==> src/verilog/lnk66_pkg.sv <==
// shared constants for the 64b/66b transmit link layer
package lnk66_pkg;

	// ----------------------------------------------------------------
	// block and multiblock geometry
	// ----------------------------------------------------------------
	localparam int          PAYLOAD_W   = 64;   // scrambled payload bits per block
	localparam int          BLOCK_W     = 66;   // transmitted block width
	localparam int          OCTETS      = 8;    // octets per block
	localparam int          HDR_W       = 2;    // sync header width
	localparam int          MB_BLOCKS   = 32;   // blocks per multiblock
	localparam logic [4:0]  LAST_BLK    = 5'h1F;
	localparam logic [4:0]  EOEMB_POS   = 5'h16; // bit 22 of stream word
	localparam logic [4:0]  PILOT_POS   = 5'h1B; // first bit of the 00001 pilot
	localparam logic [4:0]  PILOT_PAT   = 5'h01; // oldest bit first in history

	// ----------------------------------------------------------------
	// parity generators
	// ----------------------------------------------------------------
	localparam int          CRC_W       = 12;
	localparam logic [11:0] CRC_TAPS    = 12'h30F;     // x^9+x^8+x^3+x^2+x+1 below x^12
	localparam int          FEC_W       = 26;
	localparam logic [25:0] FEC_TAPS    = 26'h0220211; // x^21+x^17+x^9+x^4+1 below x^26

	// ----------------------------------------------------------------
	// sync header stream layout in CRC-12 mode
	// ----------------------------------------------------------------
	localparam logic [31:0] CRC_ONES    = 32'h80A88888; // bits 3,7,11,15,19,21,23,31
	localparam logic [31:0] CMD_BITS    = 32'h07170000; // bits 16-18,20,24-26

	// ----------------------------------------------------------------
	// sync header mode encodings
	// ----------------------------------------------------------------
	localparam logic [1:0]  MODE_CRC12  = 2'h0;
	localparam logic [1:0]  MODE_FEC    = 2'h2;

	// ----------------------------------------------------------------
	// register map (byte addresses) and fields
	// ----------------------------------------------------------------
	localparam logic [3:0]  ADDR_CTRL   = 4'h0;
	localparam logic [3:0]  ADDR_STATUS = 4'h4;
	localparam logic [3:0]  ADDR_PARITY = 4'h8;
	localparam logic [3:0]  ADDR_STREAM = 4'hC;
	localparam int          CTRL_EN     = 0;
	localparam int          CTRL_MODE   = 4;   // two bits
	localparam int          CTRL_EMB    = 8;   // eight bits, E minus one
	localparam logic [7:0]  EMB_RST     = 8'h00;
	localparam logic [1:0]  HTRANS_NSEQ = 2'h2;
	localparam logic [2:0]  HSIZE_WORD  = 3'h2;

endpackage

==> src/verilog/lnk66_tx.sv <==
// 64b/66b transmit link layer: block build, sync header stream, LEMC, CRC-12/FEC parity
`timescale 1ns/1ns
module lnk66_tx
	import lnk66_pkg::*;
(
	input  wire logic                 hclk,       // line-rate derived clock
	input  wire logic                 hresetn,    // async reset, active low
	input  wire logic                 clk_en,     // freezes all state while low
	input  wire logic                 hsel,       // AHB slave select
	input  wire logic [31:0]          haddr,      // AHB address
	input  wire logic [1:0]           htrans,     // AHB transfer type
	input  wire logic                 hwrite,     // AHB write
	input  wire logic [2:0]           hsize,      // AHB size
	input  wire logic [31:0]          hwdata,     // AHB write data
	input  wire logic                 hready,     // AHB bus ready
	output logic                      hreadyout,  // AHB slave ready
	output logic                      hresp,      // AHB response, always OKAY
	output logic [31:0]               hrdata,     // AHB read data
	input  wire logic                 sysref,     // SYSREF pin, asynchronous
	input  wire logic [PAYLOAD_W-1:0] blk_data,   // scrambled octets, octet n at [8n+7:8n]
	input  wire logic                 blk_valid,  // payload present
	output logic                      blk_ready,  // payload taken this cycle
	output logic [BLOCK_W-1:0]        tx_block,   // 66-bit block, index = bit position
	output logic                      tx_valid,   // block valid
	output logic                      lemc,       // pulse with first block of extended mb
	output logic                      mb_start    // pulse with first block of multiblock
);

	// ----------------------------------------------------------------
	// state declarations
	// ----------------------------------------------------------------
	logic        en_q;                 // link enable
	logic [1:0]  mode_cfg_q;           // programmed sync_header_mode_select
	logic [7:0]  emb_cfg_q;            // programmed E minus one
	logic [1:0]  mode_q;               // mode in force for this multiblock
	logic [7:0]  emb_last_q;           // E minus one in force
	logic        mode_err_q;           // sticky: unsupported mode programmed
	logic [2:0]  sref_q;               // SYSREF synchroniser
	logic        sref_lvl_q;           // filtered SYSREF level
	logic [4:0]  blk_cnt_q;            // block within multiblock
	logic [7:0]  mb_cnt_q;             // multiblock within extended multiblock
	logic [CRC_W-1:0] crc_q;           // running CRC state
	logic [FEC_W-1:0] fec_q;           // running FEC state
	logic [CRC_W-1:0] crc_par_q;       // finished CRC of previous multiblock
	logic [FEC_W-1:0] fec_par_q;       // finished FEC of previous multiblock
	logic [31:0] word_q;               // stream word sent in last complete multiblock
	logic [4:0]  out_blk_q;            // block index of tx_block
	logic [7:0]  out_mb_q;             // multiblock index of tx_block
	logic [1:0]  out_mode_q;           // mode of tx_block
	logic [4:0]  hdr_hist_q;           // last five stream bits sent
	logic        sref_evt;
	logic        mode_bad;
	logic        adv;
	logic        ctrl_wr;
	logic [CRC_W-1:0] crc_d;
	logic [FEC_W-1:0] fec_d;
	logic [31:0] word_d;
	logic        sh_bit;
	logic [PAYLOAD_W-1:0] payload;
	logic        ap_wr_q;
	logic [3:0]  ap_addr_q;

	// ----------------------------------------------------------------
	// parity helpers
	// ----------------------------------------------------------------
	// serial order: octet 0 first, each octet most significant bit first
	function automatic logic ser_bit(input logic [PAYLOAD_W-1:0] d, input int i);
		ser_bit = d[8 * (i / 8) + 7 - (i % 8)];
	endfunction

	function automatic logic [CRC_W-1:0] crc_step(input logic [CRC_W-1:0] s,
	                                              input logic [PAYLOAD_W-1:0] d);
		logic [CRC_W-1:0] r;
		logic             fb;
		r = s;
		for (int i = 0; i < PAYLOAD_W; i++) begin
			fb = ser_bit(d, i) ^ r[CRC_W-1];
			r  = {r[CRC_W-2:0], 1'b0} ^ (fb ? CRC_TAPS : '0);
		end
		crc_step = r;
	endfunction

	function automatic logic [FEC_W-1:0] fec_step(input logic [FEC_W-1:0] s,
	                                              input logic [PAYLOAD_W-1:0] d);
		logic [FEC_W-1:0] r;
		logic             fb;
		r = s;
		for (int i = 0; i < PAYLOAD_W; i++) begin
			fb = ser_bit(d, i) ^ r[FEC_W-1];
			r  = {r[FEC_W-2:0], 1'b0} ^ (fb ? FEC_TAPS : '0);
		end
		fec_step = r;
	endfunction

	// ----------------------------------------------------------------
	// AHB-Lite slave: zero wait states, frozen with the clock enable
	// ----------------------------------------------------------------
	assign hreadyout = clk_en;
	assign hresp     = 1'b0;

	// address phase capture; read data prepared for the data phase
	always_ff @(posedge hclk or negedge hresetn) begin
		if (!hresetn) begin
			ap_wr_q   <= 1'b0;
			ap_addr_q <= '0;
			hrdata    <= '0;
		end else if (clk_en && hready) begin
			ap_wr_q   <= hsel && htrans == HTRANS_NSEQ && hwrite;
			ap_addr_q <= haddr[3:0];
			if (hsel && htrans == HTRANS_NSEQ && !hwrite) begin
				case (haddr[3:0])
					ADDR_CTRL:   hrdata <= {16'h0000, emb_cfg_q, 2'b00, mode_cfg_q,
					                        3'b000, en_q};
					ADDR_STATUS: hrdata <= {15'h0000, mode_err_q, mb_cnt_q, 3'b000,
					                        blk_cnt_q};
					ADDR_PARITY: hrdata <= {6'h00, (mode_q == MODE_FEC) ? fec_par_q
					                        : {14'h0000, crc_par_q}};
					ADDR_STREAM: hrdata <= word_q;
					default:     hrdata <= '0; // unmapped reads as zero
				endcase
			end
		end
	end

	// a control write lands in the data phase, one edge after its address
	assign ctrl_wr = clk_en && ap_wr_q && ap_addr_q == ADDR_CTRL;

	// control register write; unsupported modes raise a sticky flag
	always_ff @(posedge hclk or negedge hresetn) begin
		if (!hresetn) begin
			en_q       <= 1'b0;
			mode_cfg_q <= MODE_CRC12;
			emb_cfg_q  <= EMB_RST;
		end else if (ctrl_wr) begin
			en_q       <= hwdata[CTRL_EN];
			mode_cfg_q <= hwdata[CTRL_MODE +: 2];
			emb_cfg_q  <= hwdata[CTRL_EMB +: 8];
		end
	end

	assign mode_bad = mode_cfg_q != MODE_CRC12 && mode_cfg_q != MODE_FEC;

	// sticky error: a new bad mode wins over a status write clearing it
	always_ff @(posedge hclk or negedge hresetn) begin
		if (!hresetn) begin
			mode_err_q <= 1'b0;
		end else if (clk_en) begin
			if (mode_bad)
				mode_err_q <= 1'b1;
			else if (ap_wr_q && ap_addr_q == ADDR_STATUS && hwdata[16])
				mode_err_q <= 1'b0;
		end
	end

	// ----------------------------------------------------------------
	// SYSREF capture: three flops, edge once stages two and three agree
	// ----------------------------------------------------------------
	always_ff @(posedge hclk or negedge hresetn) begin
		if (!hresetn) begin
			sref_q     <= '0;
			sref_lvl_q <= 1'b0;
		end else if (clk_en) begin
			sref_q <= {sref_q[1:0], sysref};
			if (sref_q[1] == sref_q[2])
				sref_lvl_q <= sref_q[2];
		end
	end

	assign sref_evt = sref_q[1] && sref_q[2] && !sref_lvl_q;

	// ----------------------------------------------------------------
	// block and multiblock counters (the LEMC)
	// ----------------------------------------------------------------
	assign adv       = clk_en && en_q;
	assign blk_ready = adv;                       // taken only while enabled and clocked
	assign payload   = blk_valid ? blk_data : '0; // idle blocks carry zeros

	// period of 32 x E blocks of 66 bits
	always_ff @(posedge hclk or negedge hresetn) begin
		if (!hresetn) begin
			blk_cnt_q <= '0;
			mb_cnt_q  <= '0;
		end else if (sref_evt && clk_en) begin
			blk_cnt_q <= '0;
			mb_cnt_q  <= '0;
		end else if (adv) begin
			blk_cnt_q <= blk_cnt_q + 5'h01;
			if (blk_cnt_q == LAST_BLK)
				mb_cnt_q <= (mb_cnt_q >= emb_last_q) ? 8'h00 : mb_cnt_q + 8'h01;
		end
	end

	// E and the mode change only at a multiblock boundary
	// value 0 selects CRC-12, value 2 selects FEC
	always_ff @(posedge hclk or negedge hresetn) begin
		if (!hresetn) begin
			mode_q     <= MODE_CRC12;
			emb_last_q <= EMB_RST;
		end else if (ctrl_wr && !en_q) begin
			// the enabling write itself: block 0 must already use its fields
			mode_q     <= (hwdata[CTRL_MODE +: 2] == MODE_FEC) ? MODE_FEC : MODE_CRC12;
			emb_last_q <= hwdata[CTRL_EMB +: 8];
		end else if (clk_en && (!en_q || blk_cnt_q == LAST_BLK || sref_evt)) begin
			mode_q     <= mode_bad ? MODE_CRC12 : mode_cfg_q;
			emb_last_q <= emb_cfg_q;
		end
	end

	// ----------------------------------------------------------------
	// parity accumulation over the scrambled payload only
	// ----------------------------------------------------------------
	// CRC-12 update; FEC update
	assign crc_d = crc_step(crc_q, payload);
	assign fec_d = fec_step(fec_q, payload);

	// state cleared at every multiblock, result read after block 31
	// parity of this multiblock is held for the next one
	always_ff @(posedge hclk or negedge hresetn) begin
		if (!hresetn) begin
			crc_q     <= '0;
			fec_q     <= '0;
			crc_par_q <= '0;
			fec_par_q <= '0;
		end else if (sref_evt && clk_en) begin
			crc_q <= '0;
			fec_q <= '0;
		end else if (adv) begin
			if (blk_cnt_q == LAST_BLK) begin
				crc_q     <= '0;
				fec_q     <= '0;
				crc_par_q <= crc_d;
				fec_par_q <= fec_d;
			end else begin
				crc_q <= crc_d;
				fec_q <= fec_d;
			end
		end
	end

	// ----------------------------------------------------------------
	// sync header stream word for the current multiblock
	// ----------------------------------------------------------------
	always_comb begin
		word_d = '0;
		if (mode_q == MODE_FEC) begin
			// FEC word layout
			// parity leaves most significant bit first, so stream order is reversed
			word_d[21:0]  = {<<{fec_par_q[25:4]}};
			word_d[23]    = fec_par_q[3];
			word_d[26:24] = {<<{fec_par_q[2:0]}};
		end else begin
			// CRC-12 layout, fixed ones and parity triplets
			word_d        = CRC_ONES;
			word_d[2:0]   = {<<{crc_par_q[11:9]}};
			word_d[6:4]   = {<<{crc_par_q[8:6]}};
			word_d[10:8]  = {<<{crc_par_q[5:3]}};
			word_d[14:12] = {<<{crc_par_q[2:0]}};
			word_d        = word_d & ~CMD_BITS;
		end
		word_d[31:27] = 5'b10000;
		word_d[EOEMB_POS] = mb_cnt_q >= emb_last_q;
	end

	// stream bit of this block; block n carries bit n
	assign sh_bit = word_d[blk_cnt_q];

	// ----------------------------------------------------------------
	// block output register
	// ----------------------------------------------------------------
	// eight octets packed; octet n at positions 2+8n
	// header prepended to the scrambled payload
	// header is 01 or 10 only; 01 carries a one
	always_ff @(posedge hclk or negedge hresetn) begin
		if (!hresetn) begin
			tx_block   <= '0;
			tx_valid   <= 1'b0;
			lemc       <= 1'b0;
			mb_start   <= 1'b0;
			out_blk_q  <= '0;
			out_mb_q   <= '0;
			out_mode_q <= MODE_CRC12;
			hdr_hist_q <= '0;
			word_q     <= '0;
		end else if (clk_en) begin
			tx_valid <= adv && !sref_evt;
			lemc     <= adv && !sref_evt && blk_cnt_q == '0 && mb_cnt_q == '0;
			mb_start <= adv && !sref_evt && blk_cnt_q == '0;
			if (adv && !sref_evt) begin
				tx_block   <= {payload, sh_bit, ~sh_bit};
				out_blk_q  <= blk_cnt_q;
				out_mb_q   <= mb_cnt_q;
				out_mode_q <= mode_q;
				hdr_hist_q <= {hdr_hist_q[3:0], sh_bit};
				if (blk_cnt_q == LAST_BLK)
					word_q <= word_d;
			end
		end
	end

	// a periodic SYSREF at the LEMC rate lands on block 0 again
	// the far end relies on the fixed header transition
	// the far end checks parity carried one multiblock later

	// ----------------------------------------------------------------
	// checks
	// ----------------------------------------------------------------
	hdr_compl_a: assert property (
		@(posedge hclk) disable iff (!hresetn)
		tx_valid |-> tx_block[0] != tx_block[1])
		else $error("sync header not complementary");

	eomb_pilot_a: assert property (
		@(posedge hclk) disable iff (!hresetn)
		tx_valid && out_blk_q == LAST_BLK |-> hdr_hist_q == PILOT_PAT)
		else $error("end-of-multiblock pilot missing");

	eoemb_flag_a: assert property (
		@(posedge hclk) disable iff (!hresetn)
		tx_valid && out_blk_q == EOEMB_POS |-> tx_block[1] == (out_mb_q >= emb_last_q))
		else $error("extended multiblock flag wrong");

	cmd_zero_a: assert property (
		@(posedge hclk) disable iff (!hresetn)
		tx_valid && out_mode_q == MODE_CRC12 && CMD_BITS[out_blk_q] |-> !tx_block[1])
		else $error("command bit sent as one");

	crc_ones_a: assert property (
		@(posedge hclk) disable iff (!hresetn)
		tx_valid && out_mode_q == MODE_CRC12 && CRC_ONES[out_blk_q] |-> tx_block[1])
		else $error("fixed one missing in stream");

	blk_step_a: assert property (
		@(posedge hclk) disable iff (!hresetn)
		adv && !sref_evt ##1 clk_en && tx_valid |=>
		tx_valid |-> out_blk_q == $past(out_blk_q) + 5'h01)
		else $error("block index did not advance by one");

	crc_clear_a: assert property (
		@(posedge hclk) disable iff (!hresetn)
		adv && !sref_evt && blk_cnt_q == LAST_BLK |=> crc_q == '0 && crc_par_q == $past(crc_d))
		else $error("crc state not cleared at multiblock end");

	sref_phase_a: assert property (
		@(posedge hclk) disable iff (!hresetn)
		sref_evt && clk_en |=> blk_cnt_q == '0 && mb_cnt_q == '0)
		else $error("SYSREF did not reset the multiblock phase");

	lemc_phase_a: assert property (
		@(posedge hclk) disable iff (!hresetn)
		lemc |-> mb_start && out_blk_q == '0 && out_mb_q == '0)
		else $error("LEMC pulse off its block");

endmodule

==> config.mk <==
export PLATFORM = sky130hd
export DESIGN_NAME = lnk66_tx
export DESIGN_NICKNAME = d
export VERILOG_FILES = /design/src/verilog/lnk66_pkg.sv /design/src/verilog/lnk66_tx.sv
export SDC_FILE = /design/constraint.sdc
export NUM_CORES = 1
export LEC_CHECK = 0
export BUFFER_PORTS_ARGS = -buffer_cell sky130_fd_sc_hd__buf_4
export CAP_MARGIN = 25
export CORE_UTILIZATION = 60
export CTS_BUF_LIST = sky130_fd_sc_hd__clkbuf_8
export DETAILED_ROUTE_END_ITERATION = 16
export PLACE_DENSITY_LB_ADDON = 0.12
export SLEW_MARGIN = 0
export SYNTH_ARGS = -nofsm -noshare
export SYNTH_HDL_FRONTEND = slang
export SYNTH_SLANG_ARGS = --single-unit
==> constraint.sdc <==
create_clock -name hclk -period 8.1 [get_ports hclk]
set_input_delay 2.43 -clock hclk [delete_from_list [all_inputs] [get_ports hclk]]
set_output_delay 2.43 -clock hclk [all_outputs]
set_load 0.1 [all_outputs]
==> summary.txt <==
Synth
  – Async SR Flop Fraction: 1.000
  – Synth warn: 0
  – Share of the synthesized area in the top cell type: 0.3431
  – Register area share after synthesis: 0.3431
  – EDFF count, synth: 0
  – Cells after synthesis: between 1500 and 2000
  – Yosys top cell by area: dfrtp_1
  – Netlist area before placement: around 18000 µm²
  – Netlist cell types: 63
  – Ys flop type: dfrtp_1
  – Top post-synthesis cells by area: dfrtp_1 34%, xnor2_1 14%, xnor3_1 9.7%
  – Synthesized flop and latch total: roughly 250
  – Syn avg cell area: roughly 10 µm²

Setup path
  – Reg2reg setup slack: between 1500 and 2000 ps
  – Critical Path, Cell by Cell: buf_4 -> xor2_1 -> nand2_1 -> xnor2_4 -> xnor3_2 -> xor2_2 -> xnor3_1 -> xnor3_1 -> xnor3_1 -> xnor3_1 -> xnor3_2 -> xor3_1 -> xnor3_1 -> xnor3_1 -> xnor3_1 -> xnor3_1 -> xnor2_1 -> o21ai_0
  – Critical path depth: 18
  – Startpoint types: input port
  – Setup CP Type: in2reg
  – Critical Path Sink: crc_q[9]
  – Critical Path Max Stage Delay: about 480 ps
  – CP startpoint: blk_data[6]
  – Delay-heaviest family, CP: XOR/XNOR gates
  – Data required, critical path: 8500 ps
  – Worst-path maximum fanout: 6
  – Worst Reg-to-Reg Cells: 17
  – Slowest-stage cell, CP: xnor3_2
  – Crit path top cell by count: xnor3_1
  – Reg-to-Reg Start: crc_q[10]
  – Crit path buf inv count: 1
  – CP endpoint kind: flip-flop
  – Crit path DAT: 8380 ps
  – R2r endpoint: crc_q[9]

Final layout
  – # nets final: between 2000 and 2500
  – Most frequent cells in the layout: 370 x buf_4, 362 x nand2_1, 270 x xnor2_1, 245 x dfrtp_1, 172 x o21ai_0
  – Diodes inserted: 0
  – Final Util: 0.7564
  – Commonest non-fill, non-tap cell in the layout: buf_4
  – Layout area overhead: 22.81%
  – Layout cell share with drive strength beyond 1: 0.2524

GRT
  – GR Util met2: 0.5569
  – Grt peak-use layer: met2
  – Gr ovfl total: 0
  – Wire length of the first global-routing pass: 82110 µm
  – Met3 Use GR: 0.07920
  – Grt met1 use: 0.5014
  – Vias in the first global route: approximately 14000
  – Initial antenna violation count: 0
  – GRT Overall Usage: 0.3575
  – Largest net degree at the start of global routing: about 190

Drt
  – Final wirelength: approximately 53000 µm
  – Routed len/inst: roughly 21 µm
  – Vias per cell: approximately 5.6
  – Post-route ant nets: 0
  – Detailed Routing Iterations Pass 1: 6
  – DRT iter0 DRCs: approximately 1200
  – Via count: between 10000 and 15000
  – Number of remaining DRC errors: 0

STA
  – Tmin final: roughly 8000 ps
  – Fin. Hold Viols: 0
  – Setup TNS: 0 ps
  – Tcrit/Tclk final: 0.9848
  – Highest Clock Rate: around 130 MHz
  – Tightest Pin Transition: around 1100 ps
  – Normalized max-slew margin: 0.2742
  – Finish-stage setup viols: 0
  – Final worst slack: 123.2 ps
  – Final setup skew: between 30 and 40 ps
  – Final Slew Violations: 0

Clocking
  – Largest buffer count on any clock path: 3
  – Worst-skew pair later-pin latency: approximately 600 ps
  – TritonCTS buffer count: 43
  – CTS sink cnt: about 250
  – CTS root buffer: clkbuf_8
  – CTS H-tree depth: 2
  – CTS clock-pin slew for the worst setup and hold paths: about 60 ps
  – CTS tree: built

Floorplan
  – # IOs: about 250
  – Die width: ~170 µm
  – Starting density of the core: 0.6159
  – Core region area: about 29000 µm²
  – Chip Height: between 150 and 200 µm
  – DIE AREA: between 30000 and 40000 µm²
  – # rows: 62

Flow run
  – Max-Cap Viols: 0

Placed design
  – Post-place setup slack: -537.2 ps
  – Port bufs: ~190
  – GPL Wtd Cong: about 0.95
  – HPWL Detailed: 40940 µm

Min path
  – Hold Path Class: reg2reg

Run status
  – Status: finished clean
[tightest hold or removal path, delay by kind of cell, from the launching register on]
family,cells,cell delay (ps)
and+or+nand+nor,2,90
DFF,1,340
[cell families after synthesis]
kind of cell             after synthesis  share of synthesized area
XOR/XNOR                             584                     0.3901
AND/OR/NAND/NOR                      487                     0.1134
AO/OA/AOI/OAI                        280                    0.09054
flip-flops                           245                     0.3431
buffers and inverters                119                    0.02843
multiplexers                          38                    0.02444
adder cells (fa/ha/maj)               14                   0.009803
other                                  1                  0.0002099
[worst min path at each step]
| stage | start | endpoint | slack (ps) | cells past startpoint |
|---|---|---|---|---|
| after floorplan | word_q[31] | word_q[31] | 440 | 1 |
| after CTS | tx_block[21] | tx_block[21] | 470 | 2 |
| after global placement | tx_block[8] | tx_block[8] | 450 | 2 |
| final | tx_block[5] | tx_block[5] | 470 | 2 |
| after global routing | tx_block[5] | tx_block[5] | 490 | 2 |
| after detailed placement | tx_block[21] | tx_block[21] | 460 | 2 |
[state kept, by name (all words and copies together) (netlist names), 3 cells and up]
| signal | cells |
|---|---|
| mb_cnt_q | 8 |
| emb_last_q | 8 |
| ap_addr_q | 4 |
| crc_q | 12 |
| hrdata | 28 |
| fec_q | 26 |
| emb_cfg_q | 8 |
| tx_block | 66 |
| blk_cnt_q | 5 |
| word_q | 28 |
| fec_par_q | 26 |
| sref_q | 3 |
| crc_par_q | 12 |
[synth_stat cells, types with 3 or more instances]
master,number
xor2_1,163
a22oi_1,9
xnor3_1,77
and3_1,7
o22ai_1,6
and2_1,11
nor3_1,5
mux2i_1,8
xor3_1,20
clkbuf_1,73
a21oi_1,27
nor2b_1,7
xnor2_1,287
xor3_2,3
a221oi_1,10
nand2b_1,16
a31oi_1,7
nand3b_1,4
a22o_1,14
o21ai_0,172
nand3_1,32
buf_1,10
ha_1,14
nor2_1,30
a21boi_0,5
xnor2_2,11
mux2_2,27
inv_1,16
a21o_1,6
a222oi_1,5
dfrtp_1,245
o21ai_1,8
xnor3_2,12
buf_4,9
xnor2_4,8
nand2_1,364
buf_2,6
[repair_timing]
action / in CTS / in global routing
hold buffers: 0 / 0
hold endpoints to repair: 0 / 0
setup endpoints to repair: 0 / 21
buffers inserted: 0 / 0
gates resized for setup: 0 / 11
[layout make-up]
type	count	area, µm²
multi-input combinational	1408	11460
tap	384	480.5
clock inverter	25	172.7
inverter	17	63.81
sequential	245	6131
fill	2130	7068
clock buffer	52	715.7
timing repair buffer	377	2920
[through the flow]
| stage | hold slack, ps | instances | instance area (µm²) |
|---|---|---|---|
| after floorplan | 435.6 | 1772 | 18000 |
| after CTS | 472.0 | 2505 | 21780 |
| final | 466.5 | 2508 | 21940 |
| after global routing | 489.0 | 2508 | 21940 |
| after global placement | 452.6 | 2427 | 20890 |
| after detailed placement | 457.8 | 2428 | 20900 |
[layer usage]
metal | part of all wire | routed length, µm | up-vias
li1 | - | - | 6474
met5 | 0 | 0 | -
met2 | 0.46 | 24420 | 523
met1 | 0.43 | 22950 | 6849
met3 | 0.084 | 4497 | 103
met4 | 0.028 | 1486 | 0
Power is not shown: default switching activity piles up to over one toggle a cycle in this logic, so the estimate is an artifact.
